[src/scds_cfg.svh]
// Register offsets, field positions, reset values and timing counts of the smart current block.
`ifndef SCDS_CFG_SVH
`define SCDS_CFG_SVH
`define SCDS_ADDR_W 8
`define SCDS_OFF_CONFIG 8'h6D
`define SCDS_OFF_CONTROL 8'h6C
`define SCDS_OFF_STATUS 8'h6F
`define SCDS_OFF_IRQ_STAT 8'h70
`define SCDS_OFF_IRQ_CLR 8'h71
`define SCDS_OFF_IRQ_EN 8'h72
`define SCDS_SEMIN_LSB 0
`define SCDS_SEUP_LSB 5
`define SCDS_SEMAX_LSB 8
`define SCDS_OFF_TIME_LSB 0
`define SCDS_IRUN_LSB 8
`define SCDS_CONFIG_RST 32'h0000_0000
`define SCDS_CONTROL_RST 32'h0000_1F03
`define SCDS_STST_CYCLES 1048576
`define SCDS_LOAD_UNIT 32
`define SCDS_CS_MAX 5'h1F
`endif

[src/scds_pkg.sv]
// Types shared by the smart current and driver status block.
package scds_pkg;
    typedef struct packed {
        logic stst;
        logic open_b;
        logic open_a;
        logic ground_short_phase_b;
        logic ground_short_phase_a;
        logic otpw;
        logic overtemp_shutdown;
        logic stall;
        logic [2:0] rsv_hi;
        logic [4:0] cs_actual;
        logic fsactive;
        logic quiet;
        logic supply_short_phase_b;
        logic supply_short_phase_a;
        logic [1:0] rsv_lo;
        logic [9:0] load_measurement;
    } scds_status_s;
    typedef struct packed {
        logic ground_b;
        logic ground_a;
        logic supply_b;
        logic supply_a;
    } scds_short_s;
endpackage

[src/scds_core.sv]
// Load-adaptive current regulation, driver status word and its interrupt logic.
// Notes on behaviour
// - When the load is at or above (threshold + hysteresis + 1) * 32 the current scale is lowered.
// - Each load sample that calls for more current raises the scale by 1, 2, 4 or 8 per the step code, at most to the run current.
// - When the load falls below threshold * 32 the current scale is raised.
// - A threshold of zero turns the load-adaptive regulation off.
// - Standstill is flagged 2^20 cycles after the last step pulse and cleared by the next step.
// - Open load is reported per phase and causes no protective action.
// - A ground short on a phase sets its flag and disables the power stage.
// - Short flags hold until off time is written zero or the disable pin is high.
// - One shared pre-warning bit follows the pre-warning temperature comparator.
// - Overtemperature sets a shared bit and keeps bridges off until pre-warning has cleared.
// - Stall is flagged from the stall detector input alone, not from the quiet-mode or full-step inputs.
// - The current scale in use is readable as a five-bit field.
// - Full-step-active follows the switch from microstepping to full-step drive.
// - The quiet-mode bit follows the silent voltage-mode chopper.
// - A supply short on a phase sets its flag and disables the driver until disabled.
`timescale 1ns/1ps
`include "scds_cfg.svh"
module scds_core
    import scds_pkg::*;
#(
    parameter int STST_CYCLES = `SCDS_STST_CYCLES
) (
    input wire logic clock,
    input wire logic rst_n,
    input wire logic [7:0] addr,
    input wire logic [31:0] wdata,
    input wire logic wr,
    input wire logic rd,
    output logic [31:0] rdata,
    input wire logic step_pulse,
    input wire logic load_valid,
    input wire logic [9:0] load_in,
    input wire logic driver_disable_pin,
    input wire logic [3:0] short_det,
    input wire logic [1:0] open_det,
    input wire logic otpw_det,
    input wire logic overtemp_det,
    input wire logic stall_det,
    input wire logic fullstep_mode,
    input wire logic quiet_mode,
    output logic bridge_enable,
    output logic [4:0] current_scale,
    output logic irq
);
    if (STST_CYCLES < 2) begin
        $error("STST_CYCLES must be at least 2");
    end

    // ----------------------------------------------------------------
    // Input synchronisers
    // ----------------------------------------------------------------
    // Pins are asynchronous; the first stage feeds only the second.
    logic [9:0] pin_s1, pin_s2;
    logic [9:0] next_pin_s1;
    always_comb begin
        next_pin_s1 = {driver_disable_pin, short_det, open_det, otpw_det, overtemp_det, stall_det};
    end
    always_ff @(posedge clock or negedge rst_n) begin
        if (!rst_n) begin
            pin_s1 <= 10'h200;
            pin_s2 <= 10'h200;
        end else begin
            pin_s1 <= next_pin_s1;
            pin_s2 <= pin_s1;
        end
    end
    logic dis_pin, otpw_s, overtemp_s, stall_s;
    logic [3:0] short_s;
    logic [1:0] open_s;
    assign dis_pin = pin_s2[9];
    assign short_s = pin_s2[8:5];
    assign open_s = pin_s2[4:3];
    assign otpw_s = pin_s2[2];
    assign overtemp_s = pin_s2[1];
    assign stall_s = pin_s2[0];

    // ----------------------------------------------------------------
    // Registers
    // ----------------------------------------------------------------
    logic [31:0] config_reg, control_reg;
    logic [7:0] irq_en;
    logic [31:0] next_config_reg, next_control_reg;
    logic [7:0] next_irq_en;
    logic [3:0] semin, semax, off_time_setting;
    logic [1:0] seup;
    logic [4:0] irun;
    assign semin = config_reg[`SCDS_SEMIN_LSB +: 4];
    assign seup = config_reg[`SCDS_SEUP_LSB +: 2];
    assign semax = config_reg[`SCDS_SEMAX_LSB +: 4];
    assign off_time_setting = control_reg[`SCDS_OFF_TIME_LSB +: 4];
    assign irun = control_reg[`SCDS_IRUN_LSB +: 5];
    always_comb begin
        next_config_reg = config_reg;
        next_control_reg = control_reg;
        next_irq_en = irq_en;
        if (wr && addr == `SCDS_OFF_CONFIG) begin
            next_config_reg = {17'h0, wdata[14:8], 1'b0, wdata[6:5], 1'b0, wdata[3:0]};
        end
        if (wr && addr == `SCDS_OFF_CONTROL) begin
            next_control_reg = {19'h0, wdata[12:8], 4'h0, wdata[3:0]};
        end
        if (wr && addr == `SCDS_OFF_IRQ_EN) begin
            next_irq_en = wdata[7:0];
        end
    end
    always_ff @(posedge clock or negedge rst_n) begin
        if (!rst_n) begin
            config_reg <= `SCDS_CONFIG_RST;
            control_reg <= `SCDS_CONTROL_RST;
            irq_en <= 8'h00;
        end else begin
            config_reg <= next_config_reg;
            control_reg <= next_control_reg;
            irq_en <= next_irq_en;
        end
    end

    // ----------------------------------------------------------------
    // Protection flags
    // ----------------------------------------------------------------
    logic drv_off;
    assign drv_off = dis_pin || off_time_setting == 4'h0;
    scds_short_s shorts, next_shorts;
    logic overtemp_latch, next_overtemp_latch;
    always_comb begin
        next_shorts = shorts;
        if (drv_off) begin
            next_shorts = '0;
        end else begin
            next_shorts = shorts | short_s;
        end
        next_overtemp_latch = overtemp_latch;
        if (overtemp_s) begin
            next_overtemp_latch = 1'b1;
        end else if (!otpw_s) begin
            next_overtemp_latch = 1'b0;
        end
    end
    always_ff @(posedge clock or negedge rst_n) begin
        if (!rst_n) begin
            shorts <= '0;
            overtemp_latch <= 1'b0;
        end else begin
            shorts <= next_shorts;
            overtemp_latch <= next_overtemp_latch;
        end
    end

    // ----------------------------------------------------------------
    // Standstill timer
    // ----------------------------------------------------------------
    logic [31:0] idle_cnt, next_idle_cnt;
    logic stst, next_stst;
    always_comb begin
        next_idle_cnt = idle_cnt;
        next_stst = stst;
        if (step_pulse) begin
            next_idle_cnt = 32'h0;
            next_stst = 1'b0;
        end else if (idle_cnt < 32'(STST_CYCLES - 1)) begin
            next_idle_cnt = idle_cnt + 32'h1;
        end else begin
            next_stst = 1'b1;
        end
    end
    always_ff @(posedge clock or negedge rst_n) begin
        if (!rst_n) begin
            idle_cnt <= 32'h0;
            stst <= 1'b0;
        end else begin
            idle_cnt <= next_idle_cnt;
            stst <= next_stst;
        end
    end

    // ----------------------------------------------------------------
    // Load-adaptive current scale
    // ----------------------------------------------------------------
    // Comparisons are made at 11 bits so the sum of thresholds cannot wrap.
    logic [9:0] load, next_load;
    logic [4:0] cs, next_cs;
    logic [10:0] lo_thr, hi_thr;
    logic [5:0] up_step, cs_sum;
    assign lo_thr = {2'b00, semin, 5'h00};
    assign hi_thr = {1'b0, 5'(semin + semax + 5'h1), 5'h00};
    assign up_step = 6'h1 << seup;
    assign cs_sum = {1'b0, cs} + up_step;
    always_comb begin
        next_load = load;
        next_cs = cs;
        if (load_valid) begin
            next_load = load_in;
        end
        if (semin == 4'h0) begin
            next_cs = irun;
        end else if (load_valid && {1'b0, load_in} < lo_thr) begin
            next_cs = cs_sum > {1'b0, irun} ? irun : cs_sum[4:0];
        end else if (load_valid && {1'b0, load_in} >= hi_thr && cs != 5'h0) begin
            next_cs = cs - 5'h1;
        end else if (cs > irun) begin
            next_cs = irun;
        end
    end
    always_ff @(posedge clock or negedge rst_n) begin
        if (!rst_n) begin
            load <= 10'h0;
            cs <= `SCDS_CS_MAX;
        end else begin
            load <= next_load;
            cs <= next_cs;
        end
    end

    // ----------------------------------------------------------------
    // Status word, interrupts and read port
    // ----------------------------------------------------------------
    scds_status_s status;
    always_comb begin
        status = '0;
        status.stst = stst;
        status.open_b = open_s[1];
        status.open_a = open_s[0];
        status.ground_short_phase_b = shorts.ground_b;
        status.ground_short_phase_a = shorts.ground_a;
        status.otpw = otpw_s;
        status.overtemp_shutdown = overtemp_latch;
        status.stall = stall_s;
        status.cs_actual = cs;
        status.fsactive = fullstep_mode;
        status.quiet = quiet_mode;
        status.supply_short_phase_b = shorts.supply_b;
        status.supply_short_phase_a = shorts.supply_a;
        status.load_measurement = load;
    end
    // Events: 0 stst, 1 ground short, 2 supply short, 3 pre-warning, 4 overtemp, 5 stall, 6 open load.
    logic [7:0] irq_stat, next_irq_stat, ev;
    logic [31:0] next_rdata;
    logic next_irq, next_bridge;
    always_comb begin
        ev = {1'b0, |open_s, stall_s, overtemp_latch, otpw_s, |shorts[1:0], |shorts[3:2], stst};
        next_irq_stat = irq_stat;
        if (wr && addr == `SCDS_OFF_IRQ_CLR) begin
            next_irq_stat = irq_stat & ~wdata[7:0];
        end
        next_irq_stat = next_irq_stat | ev;
        next_irq = |(next_irq_stat & irq_en);
        next_bridge = !drv_off && shorts == '0 && !overtemp_latch && !overtemp_s;
        next_rdata = 32'h0;
        if (rd) begin
            unique case (addr)
                `SCDS_OFF_STATUS: next_rdata = status;
                `SCDS_OFF_CONFIG: next_rdata = config_reg;
                `SCDS_OFF_CONTROL: next_rdata = control_reg;
                `SCDS_OFF_IRQ_STAT: next_rdata = {24'h0, irq_stat};
                `SCDS_OFF_IRQ_EN: next_rdata = {24'h0, irq_en};
                default: next_rdata = 32'h0;
            endcase
        end
    end
    always_ff @(posedge clock or negedge rst_n) begin
        if (!rst_n) begin
            irq_stat <= 8'h00;
            irq <= 1'b0;
            bridge_enable <= 1'b0;
            rdata <= 32'h0;
            current_scale <= 5'h0;
        end else begin
            irq_stat <= next_irq_stat;
            irq <= next_irq;
            bridge_enable <= next_bridge;
            rdata <= next_rdata;
            current_scale <= cs;
        end
    end

    // ----------------------------------------------------------------
    // Assertions
    // ----------------------------------------------------------------
    property p_short_off;
        @(posedge clock) disable iff (!rst_n) (shorts != '0) |=> !bridge_enable;
    endproperty
    a_short_off: assert property (p_short_off) else $error("bridge on with short latched");
    property p_short_clear;
        @(posedge clock) disable iff (!rst_n) drv_off |=> shorts == '0;
    endproperty
    a_short_clear: assert property (p_short_clear) else $error("short flag survived disable");
    property p_overtemp_hold;
        @(posedge clock) disable iff (!rst_n) (overtemp_latch && otpw_s) |=> overtemp_latch;
    endproperty
    a_overtemp_hold: assert property (p_overtemp_hold) else $error("overtemp released while warm");
    property p_stst_clear;
        @(posedge clock) disable iff (!rst_n) step_pulse |=> !stst;
    endproperty
    a_stst_clear: assert property (p_stst_clear) else $error("standstill after step");
    property p_off;
        @(posedge clock) disable iff (!rst_n) semin == 4'h0 |=> cs == $past(irun);
    endproperty
    a_off: assert property (p_off) else $error("scale moved while regulation off");
    property p_down;
        @(posedge clock) disable iff (!rst_n)
            semin != 4'h0 && load_valid && {1'b0, load_in} >= hi_thr && cs != 5'h0 && cs <= irun
            |=> cs == $past(cs) - 5'h1;
    endproperty
    a_down: assert property (p_down) else $error("scale not lowered at high load");
    property p_up;
        @(posedge clock) disable iff (!rst_n)
            semin != 4'h0 && load_valid && {1'b0, load_in} < lo_thr && cs_sum <= {1'b0, irun}
            |=> cs == 5'($past(cs) + (5'h1 << $past(seup)));
    endproperty
    a_up: assert property (p_up) else $error("scale not raised by step width");
    property p_load;
        @(posedge clock) disable iff (!rst_n)
            load_valid ##1 !load_valid ##1 (rd && addr == `SCDS_OFF_STATUS) |=> rdata[9:0] == $past(load_in, 3);
    endproperty
    a_load: assert property (p_load) else $error("load field mismatch");
    property p_rsv;
        @(posedge clock) disable iff (!rst_n)
            rd && addr == `SCDS_OFF_STATUS |=> rdata[23:21] == 3'h0 && rdata[11:10] == 2'h0;
    endproperty
    a_rsv: assert property (p_rsv) else $error("reserved status bits set");
endmodule

[config.mk]
export PLATFORM = sky130hd
export DESIGN_NAME = scds_core
export DESIGN_NICKNAME = d
export VERILOG_FILES = /design/src/scds_pkg.sv /design/src/scds_core.sv
export VERILOG_INCLUDE_DIRS = /design/src
export SDC_FILE = /design/constraint.sdc
export NUM_CORES = 1
export LEC_CHECK = 0
export ABC_CLOCK_PERIOD_IN_PS = 5100
export BUFFER_PORTS_ARGS = -buffer_cell sky130_fd_sc_hd__clkbuf_2
export CAP_MARGIN = 0
export CORE_ASPECT_RATIO = 2
export CORE_MARGIN = 3
export CORE_UTILIZATION = 35
export CTS_CLUSTER_DIAMETER = 120
export DETAILED_ROUTE_END_ITERATION = 7
export GPL_ROUTABILITY_DRIVEN = 0
export PLACE_DENSITY = 0.65
export SYNTH_ARGS = -nofsm -noshare
export SYNTH_HDL_FRONTEND = slang
export SYNTH_SLANG_ARGS = --single-unit
[constraint.sdc]
create_clock -name clock -period 5.1 [get_ports clock]
set_input_delay 0.255 -clock clock [delete_from_list [all_inputs] [get_ports clock]]
set_output_delay 0.255 -clock clock [all_outputs]
set_load 0.02 [all_outputs]
==> results.rst, run 1 <==
.. list-table::
   :header-rows: 1

   * - Metric
     - Value
   * - Status
     - finished with violations
   * - Violated checks
     - hold timing
   * - Area of the core
     - between 0.015 and 0.02 sq mm
   * - Source-to-sink clock delay at the later pin of the worst-skew pair
     - around 0.42 ns
   * - Wire per inst
     - around 17 um
   * - Wire length after detailed routing
     - between 15,000 and 20,000 um
   * - Min setup slack post-route
     - about 1.8 ns
   * - Data required time at the worst endpoint
     - 5.39 ns
   * - Worst hold-check path type
     - input port to asynchronous set/reset pin
   * - Boundary Pins
     - ~110
   * - Register bit count reported by yosys
     - roughly 150
   * - Vias per std cell
     - ~5
   * - Slew @ Worst Pin
     - between 1 and 1.5 ns
   * - Number of flip-flops under the largest register name
     - 32
   * - Relative slew margins
     - 0.3220
   * - Vias post-DR
     - approximately 4,800
   * - Endpoint arrival time on the critical path
     - ~3.6 ns
   * - Clock slew at the register clock pins of the worst setup and hold paths
     - approximately 0.07 ns
   * - Clock buffers created by TritonCTS
     - 17
   * - TritonCTS clock tree
     - built
   * - Chip width
     - ~100 um
   * - Static leakage
     - a little under 4 nW
   * - Number of antenna violations at the first check in global routing
     - 0
   * - Half-perimeter wire length after placement
     - 12,390 um
   * - Count of fill cells added during filler insertion
     - 1,798
   * - Number of nets with antenna violations after routing
     - 0
   * - Category of the critical setup timing path
     - register to register
   * - Number of standard cells after synthesis
     - 590
   * - H-Tree Level Count
     - 4
   * - Largest buffer count on any clock path
     - 2
   * - Clock tree root driver cell
     - clkbuf_16
   * - Kind of launch point of the worst setup path
     - register
   * - RSZ-0062 raised after global routing
     - no
   * - Total setup buffers inserted after CTS
     - 0
   * - Post-layout nets
     - a little under 800
   * - Maximum clock skew at final layout
     - about 0.0091 ns
   * - Initial drt markers
     - 258
   * - Minimum clock period
     - ~3.3 ns
   * - Total of cells resized after clock tree synthesis
     - 0
   * - Syn. warnings
     - 0
   * - WHS
     - -0.02979 ns
   * - Crit path max fanout
     - 7
   * - Die Y
     - approximately 200 um
   * - Synth Cell Area
     - 0.006799 sq mm
   * - Largest net degree at the start of global routing
     - approximately 110
   * - Critical path capture point type
     - register
   * - # rows
     - 71
   * - Ratio of total power to cell area
     - 403.5 mW/mm^2
   * - Part of the Yosys area used for sequential elements
     - 0.5436
   * - First-pass DRT Iterations
     - 4
   * - Async S/R FF share, synth
     - 1.000
   * - Area delta synth->final
     - 20.78%
   * - Die area
     - 0.02124 sq mm
   * - Period Utilization, post-route
     - 0.6507
   * - Max frequency
     - ~300 MHz
   * - Fin. max-slew vios
     - 0
   * - Number of different library cells in the post-synthesis netlist
     - 70
   * - # hold bufs at CTS
     - 10
   * - Final setup TNS
     - 0 ns
   * - Final setup fails
     - 0
   * - Most frequently used flop master after synthesis
     - dfrtp_1
   * - Clock Sink Count
     - roughly 150
   * - First-pass GRT wire length
     - between 20,000 and 30,000 um
   * - Total count of hold-check failures in the final report
     - 13
   * - Number of enable-type register cells in the synthesized netlist
     - 0
   * - Initial core utilization
     - 0.3593
   * - Input/output buffers
     - 86
   * - Number of global-route vias before repair
     - between 5,000 and 6,000
   * - Antenna Diode Count
     - 0
   * - Power after layout
     - ~3.3 mW
   * - GRT Overall Usage
     - 0.1619
   * - Max-cap violation count
     - 0
   * - Number of DRC violations after detailed routing
     - 0
   * - Total congestion overflow
     - 0
   * - Worst setup timing slack at the placement stage
     - around 1.8 ns
   * - Post-Synthesis Mean Instance Area
     - around 12 sq um
   * - Share of post-route cells with drive strength above 1
     - 0.2217
   * - Worst-case vdd ir drop
     - ~0.21 mV
## routing by layer
layer | global-route usage | wire (um) | vias up
met5 | 0 | 0 | -
met4 | 0.07466 | 552 | 0
met3 | 0.03213 | 571 | 29
met2 | 0.3154 | 9504 | 107
met1 | 0.1608 | 5830 | 2360
li1 | - | - | 2288
## worst max-delay path: stages (launching register included)
cell      delay (ns)
dfrtp_1         0.41
nor2b_1         0.23
ha_1            0.26
a211oi_1        0.35
o21ba_2         0.22
nor2_1          0.04
ha_1            0.30
and4_1          0.18
a21oi_1         0.15
o31a_1          0.30
nor3_1          0.10
o21a_1          0.24
o311ai_1        0.40
## cell usage in the layout, fill, tap and decap left out, types with 5 or more instances in the layout
cell type,count
o211ai_1,6
nor3_1,9
o21a_1,8
ha_1,28
xor2_1,14
nand4_1,6
o22a_1,6
inv_1,21
nor2_1,54
nand3_1,12
dfrtp_1,133
and2_1,15
nor2b_1,15
and3_1,13
o21ai_1,14
dfstp_2,14
mux2i_1,20
nor4_1,9
a21o_1,8
clkbuf_16,17
mux2_1,21
xnor2_1,8
nand2_1,24
clkbuf_2,85
mux2_2,10
and4_1,5
a21oi_1,24
dlygate4sd3_1,10
## report_power, final
group / internal [mW] / switching [mW] / total, mW
clock network: 0.839 / 0.503 / 1.34
registers: 1.26 / 0.0820 / 1.34
logic: 0.262 / 0.367 / 0.629
## synth_stat cells (4+ instances only)
| library cell | instances | area [sq um] |
|---|---|---|
| dfrtp_1 | 133 | 3328 |
| nor2_1 | 54 | 202.7 |
| mux2_1 | 21 | 236.5 |
| nand3_1 | 12 | 60.06 |
| o211ai_1 | 6 | 45.04 |
| dfstp_2 | 14 | 367.9 |
| mux2i_1 | 20 | 200.2 |
| nor4_1 | 9 | 56.30 |
| nor2b_1 | 15 | 93.84 |
| clkbuf_1 | 11 | 41.29 |
| and4_1 | 5 | 43.79 |
| and2_1 | 15 | 93.84 |
| o21ai_0 | 4 | 20.02 |
| mux2_2 | 10 | 112.6 |
| xnor2_1 | 8 | 70.07 |
| and3_1 | 13 | 81.33 |
| o22a_1 | 6 | 52.55 |
| inv_1 | 21 | 78.83 |
| nand4_1 | 6 | 37.54 |
| o21a_1 | 8 | 60.06 |
| nand2_1 | 24 | 90.09 |
| ha_1 | 28 | 350.3 |
| xor2_1 | 14 | 122.6 |
| buf_2 | 7 | 35.03 |
| a211o_1 | 4 | 35.03 |
| o21ai_1 | 14 | 70.07 |
| a211oi_1 | 4 | 30.03 |
| a21oi_1 | 24 | 120.1 |
| or2_1 | 4 | 25.02 |
| a21o_1 | 8 | 60.06 |
| nor3_1 | 9 | 45.04 |
## metrics by stage
stage,utilization,std cells,instance area (sq um)
after floorplan,-,592,6807
after global placement,0.3948,912,7471
after detailed placement,0.3948,912,7471
after CTS,0.4340,954,8212
after global routing,0.4340,954,8212
final,0.4340,954,8212
## cell type report
type,instances,area [sq um],share of cell area
repair buffers,98,551.8,0.06719
clock buffers,18,439.2,0.05348
clock inverters,14,201.4,0.02453
inverters,22,82.58,0.01006
multi-input cells,400,2922,0.3558
well taps,255,319.1,0.03885
flip-flops and latches,147,3696,0.4501
## worst paths after layout
kind / start / end / slack [ns] / cells past startpoint
hold reg to reg: pin_s1[2] / pin_s2[2] / 0.35 / 0
max in group asynchronous: rst_n / idle_cnt[31] / 4.05 / 2
setup / recovery: config_reg[5] / cs[1] / 1.78 / 12
hold / removal: rst_n / rdata[8] / -0.03 / 1
min in group clock: wdata[9] / control_reg[9] / 0.04 / 3
setup reg to reg: config_reg[5] / cs[1] / 1.78 / 12
## logic make-up after synthesis
| family | share of synthesized area |
|---|---|
| AOI/OAI and AO/OA | 0.1124 |
| xor gates and xnor gates | 0.02834 |
| adders and majority gates | 0.05742 |
| buffers and inverters | 0.02779 |
| DFF | 0.5436 |
| muxes | 0.08079 |
| other | 0.0005516 |
| and+or+nand+nor | 0.1491 |
Note: power is estimated with default switching activity, not from simulation.
==> run 2, diff against run 1 <==
--- a/config.mk
+++ b/config.mk
@@ -6,7 +6,7 @@
 export SDC_FILE = /design/constraint.sdc
 export NUM_CORES = 1
 export LEC_CHECK = 0
-export ABC_CLOCK_PERIOD_IN_PS = 5100
+export ABC_CLOCK_PERIOD_IN_PS = 3200
 export BUFFER_PORTS_ARGS = -buffer_cell sky130_fd_sc_hd__clkbuf_2
 export CAP_MARGIN = 0
 export CORE_ASPECT_RATIO = 2
==> constraint.sdc (replaced) <==
create_clock -name clock -period 3.2 [get_ports clock]
set_input_delay 0.16 -clock clock [delete_from_list [all_inputs] [get_ports clock]]
set_output_delay 0.16 -clock clock [all_outputs]
set_load 0.02 [all_outputs]
==> results.rst, run 2 (same netlist as run 1, synthesis figures left out) <==
.. list-table::
   :header-rows: 1

   * - Metric
     - Value
   * - Maximum clock skew at final layout
     - 0.01278 ns (+0.003703 ns)
   * - Max frequency
     - 321.7 MHz (+6.8%)
   * - Clk network pwr share
     - 0.367 (-0.038)
   * - Post-layout nets
     - 812 (+3.6%)
   * - Static leakage
     - 3.973 nW (+2.4%)
   * - Placed cells
     - 923 (+1.2%)
   * - Power after layout
     - 5.224 mW (+58%)
   * - Relative slew margins
     - 0.4748 (+0.1528)
   * - Die Y
     - 203.1 um (unchanged)
   * - Initial drt markers
     - 238 (-7.8%)
   * - Period Utilization, post-route
     - 0.9714 (+0.3207)
   * - First-pass DRT Iterations
     - 4 (unchanged)
   * - Largest buffer count on any clock path
     - 2 (unchanged)
   * - Wire length after detailed routing
     - 17,180 um (+4.4%)
   * - Number of nets with antenna violations after routing
     - 0 (unchanged)
   * - Endpoint arrival time on the critical path
     - 3.47 ns (-0.13 ns)
   * - Data required time at the worst endpoint
     - 3.56 ns (-1.83 ns)
   * - Wire per inst
     - 17.49 um (+1.4%)
   * - Vias post-DR
     - 4,946 (+3.4%)
   * - Most common cell after layout, fill and taps aside
     - dfrtp_1
   * - Total count of hold-check failures in the final report
     - 0 (-13)
   * - Register-to-register path setup slack
     - 0.09 ns (-1.69 ns)
   * - Antenna Diode Count
     - 0 (unchanged)
   * - Sw power
     - 1.607 mW (+69%)
   * - Area of the core
     - 0.01892 sq mm (unchanged)
   * - First-pass GRT wire length
     - 27,080 um (+2.5%)
   * - Int Pwr
     - 3.616 mW (+53%)
   * - Finished layout cell area
     - 0.008431 sq mm (+2.7%)
   * - H-Tree Level Count
     - 4 (unchanged)
   * - Fin cells
     - 982 (+2.9%)
   * - Number of flip-flops under the largest register name
     - 32 (unchanged)
   * - # rows
     - 71 (unchanged)
   * - Share of post-route cells with drive strength above 1
     - 0.2421 (+0.02035)
   * - TritonCTS clock tree
     - built
   * - Status
     - complete, no violations
   * - Number of DRC violations after detailed routing
     - 0 (unchanged)
   * - Gate power share
     - 0.228 (+0.038)
   * - Crit path max fanout
     - 6 (-1)
   * - Final setup fails
     - 0 (unchanged)
   * - GRT Overall Usage
     - 0.1656 (+0.003706)
   * - Cell-by-cell trace of the critical path
     - nor2b_2 > ha_1 > a211oi_2 > o21ba_2 > nor2_1 > ha_1 > and4_1 > a21oi_1 > o31a_1 > buf_4 > nor3_1 > o211ai_1 > o311ai_4 > buf_4
   * - Half-perimeter wire length after placement
     - 12,890 um (+4.0%)
   * - Commonest non-fill, non-tap cells in the layout
     - dfrtp_1, clkbuf_2, nor2_1
   * - Critical path capture point type
     - register
   * - Vias per std cell
     - 5.037 (+0.44%)
   * - Initial core utilization
     - 0.3593 (unchanged)
   * - Largest net degree at the start of global routing
     - 85 (-25%)
   * - Source-to-sink clock delay at the later pin of the worst-skew pair
     - 0.42 ns (about the same)
   * - Worst hold-check path type
     - input port to register
   * - Die area
     - 0.02124 sq mm (unchanged)
   * - Number of global-route vias before repair
     - 5,177 (+3.5%)
   * - Kind of launch point of the worst setup path
     - register
   * - Final setup TNS
     - 0 ns (unchanged)
   * - Boundary Pins
     - 107 (unchanged)
   * - Minimum clock period
     - 3.108 ns (-0.2099 ns)
   * - Area delta synth->final
     - 24.00%
   * - Max-cap violation count
     - 0 (unchanged)
   * - Switching share of total power
     - 0.3077 (+0.02067)
   * - Clock slew at the register clock pins of the worst setup and hold paths
     - 0.07 ns (about the same)
   * - Fin. max-slew vios
     - 0 (unchanged)
   * - Clock Sink Count
     - 147 (unchanged)
   * - Cell type of the slowest stage on the worst timing path
     - dfrtp_2
   * - Input/output buffers
     - 86 (unchanged)
   * - Worst-case vdd ir drop
     - 0.3230 mV (+53%)
   * - Ratio of total power to cell area
     - 619.6 mW/mm^2 (+54%)
   * - Total congestion overflow
     - 0 (unchanged)
   * - Placed cell area
     - 0.007553 sq mm (+1.1%)
   * - Clock buffers created by TritonCTS
     - 17 (unchanged)
   * - Chip width
     - 104.6 um (unchanged)
   * - Critical path's largest stage delay
     - 0.43 ns (+0.02 ns)
   * - Slew @ Worst Pin
     - 0.7878 ns (-0.2292 ns)
   * - Share of power burned in registers
     - 0.404 (about the same)
   * - Category of the critical setup timing path
     - register to register
   * - Number of antenna violations at the first check in global routing
     - 0 (unchanged)
   * - WHS
     - 0.02263 ns (+0.05242 ns)
   * - Clock tree root driver cell
     - clkbuf_16
[run 2: critical path, delay by kind of cell (launching register included)]
family	cells	cell delay [ns]
fa+ha+maj	2	0.58
buf+inv	2	0.31
compound gates	6	1.28
flops	1	0.43
simple gates	4	0.45
[run 2: metal layers]
metal	vias to the layer above	GRT usage	share of wire
met5	-	0	0
met4	0	0.09272	0.041
met3	36	0.02768	0.029
met2	113	0.3150	0.57
met1	2450	0.1676	0.36
li1	2347	-	-
[run 2: worst paths after layout]
kind                                from  cells after the start   endpoint
min in group asynchronous          rst_n                      2  rdata[12]
hold reg to reg                pin_s1[2]                      0  pin_s2[2]
setup / recovery           config_reg[5]                     14      cs[1]
max in group asynchronous          rst_n                      3      cs[2]
setup reg to reg           config_reg[5]                     14      cs[1]
hold / removal                quiet_mode                      3  rdata[14]
[run 2: repair_timing]
action | 4_1_cts | 5_1_grt
setup endpoints to repair | 1 | 5
setup buffers | 0 | 3
gates resized for setup | 2 | 7
pin swaps | 0 | 6
hold buffers | 24 | 0
endpoints found under the hold margin | 105 | 0
[run 2: area by class of cell]
class                   count  area [sq um]
repair buffers            126         797.0
multi-input cells         400          2958
flip-flops and latches    147          3699
well taps                 255         319.1
clock buffers              17         425.4
clock inverters            15         150.1
fillers                  1802         10490
inverters                  22         82.58
[run 2: per-stage QoR]
stage,util,setup WS [ns]
final,0.4455,0.09152
after global routing,0.4455,-0.007750
after CTS,0.4430,0.04623
after detailed placement,0.3992,-0.04506
after global placement,0.3992,-0.001512
after floorplan,-,0.3973
[run 2: power groups by stage]
stage	Sequential [mW]	Clock (mW)	Combinational (mW)
after floorplan	2.16	0	0.659
after global placement	2.14	0	1.08
after detailed placement	2.15	0	1.10
after CTS	2.11	1.97	1.14
after global routing	2.13	2.04	1.30
final	2.11	1.92	1.19
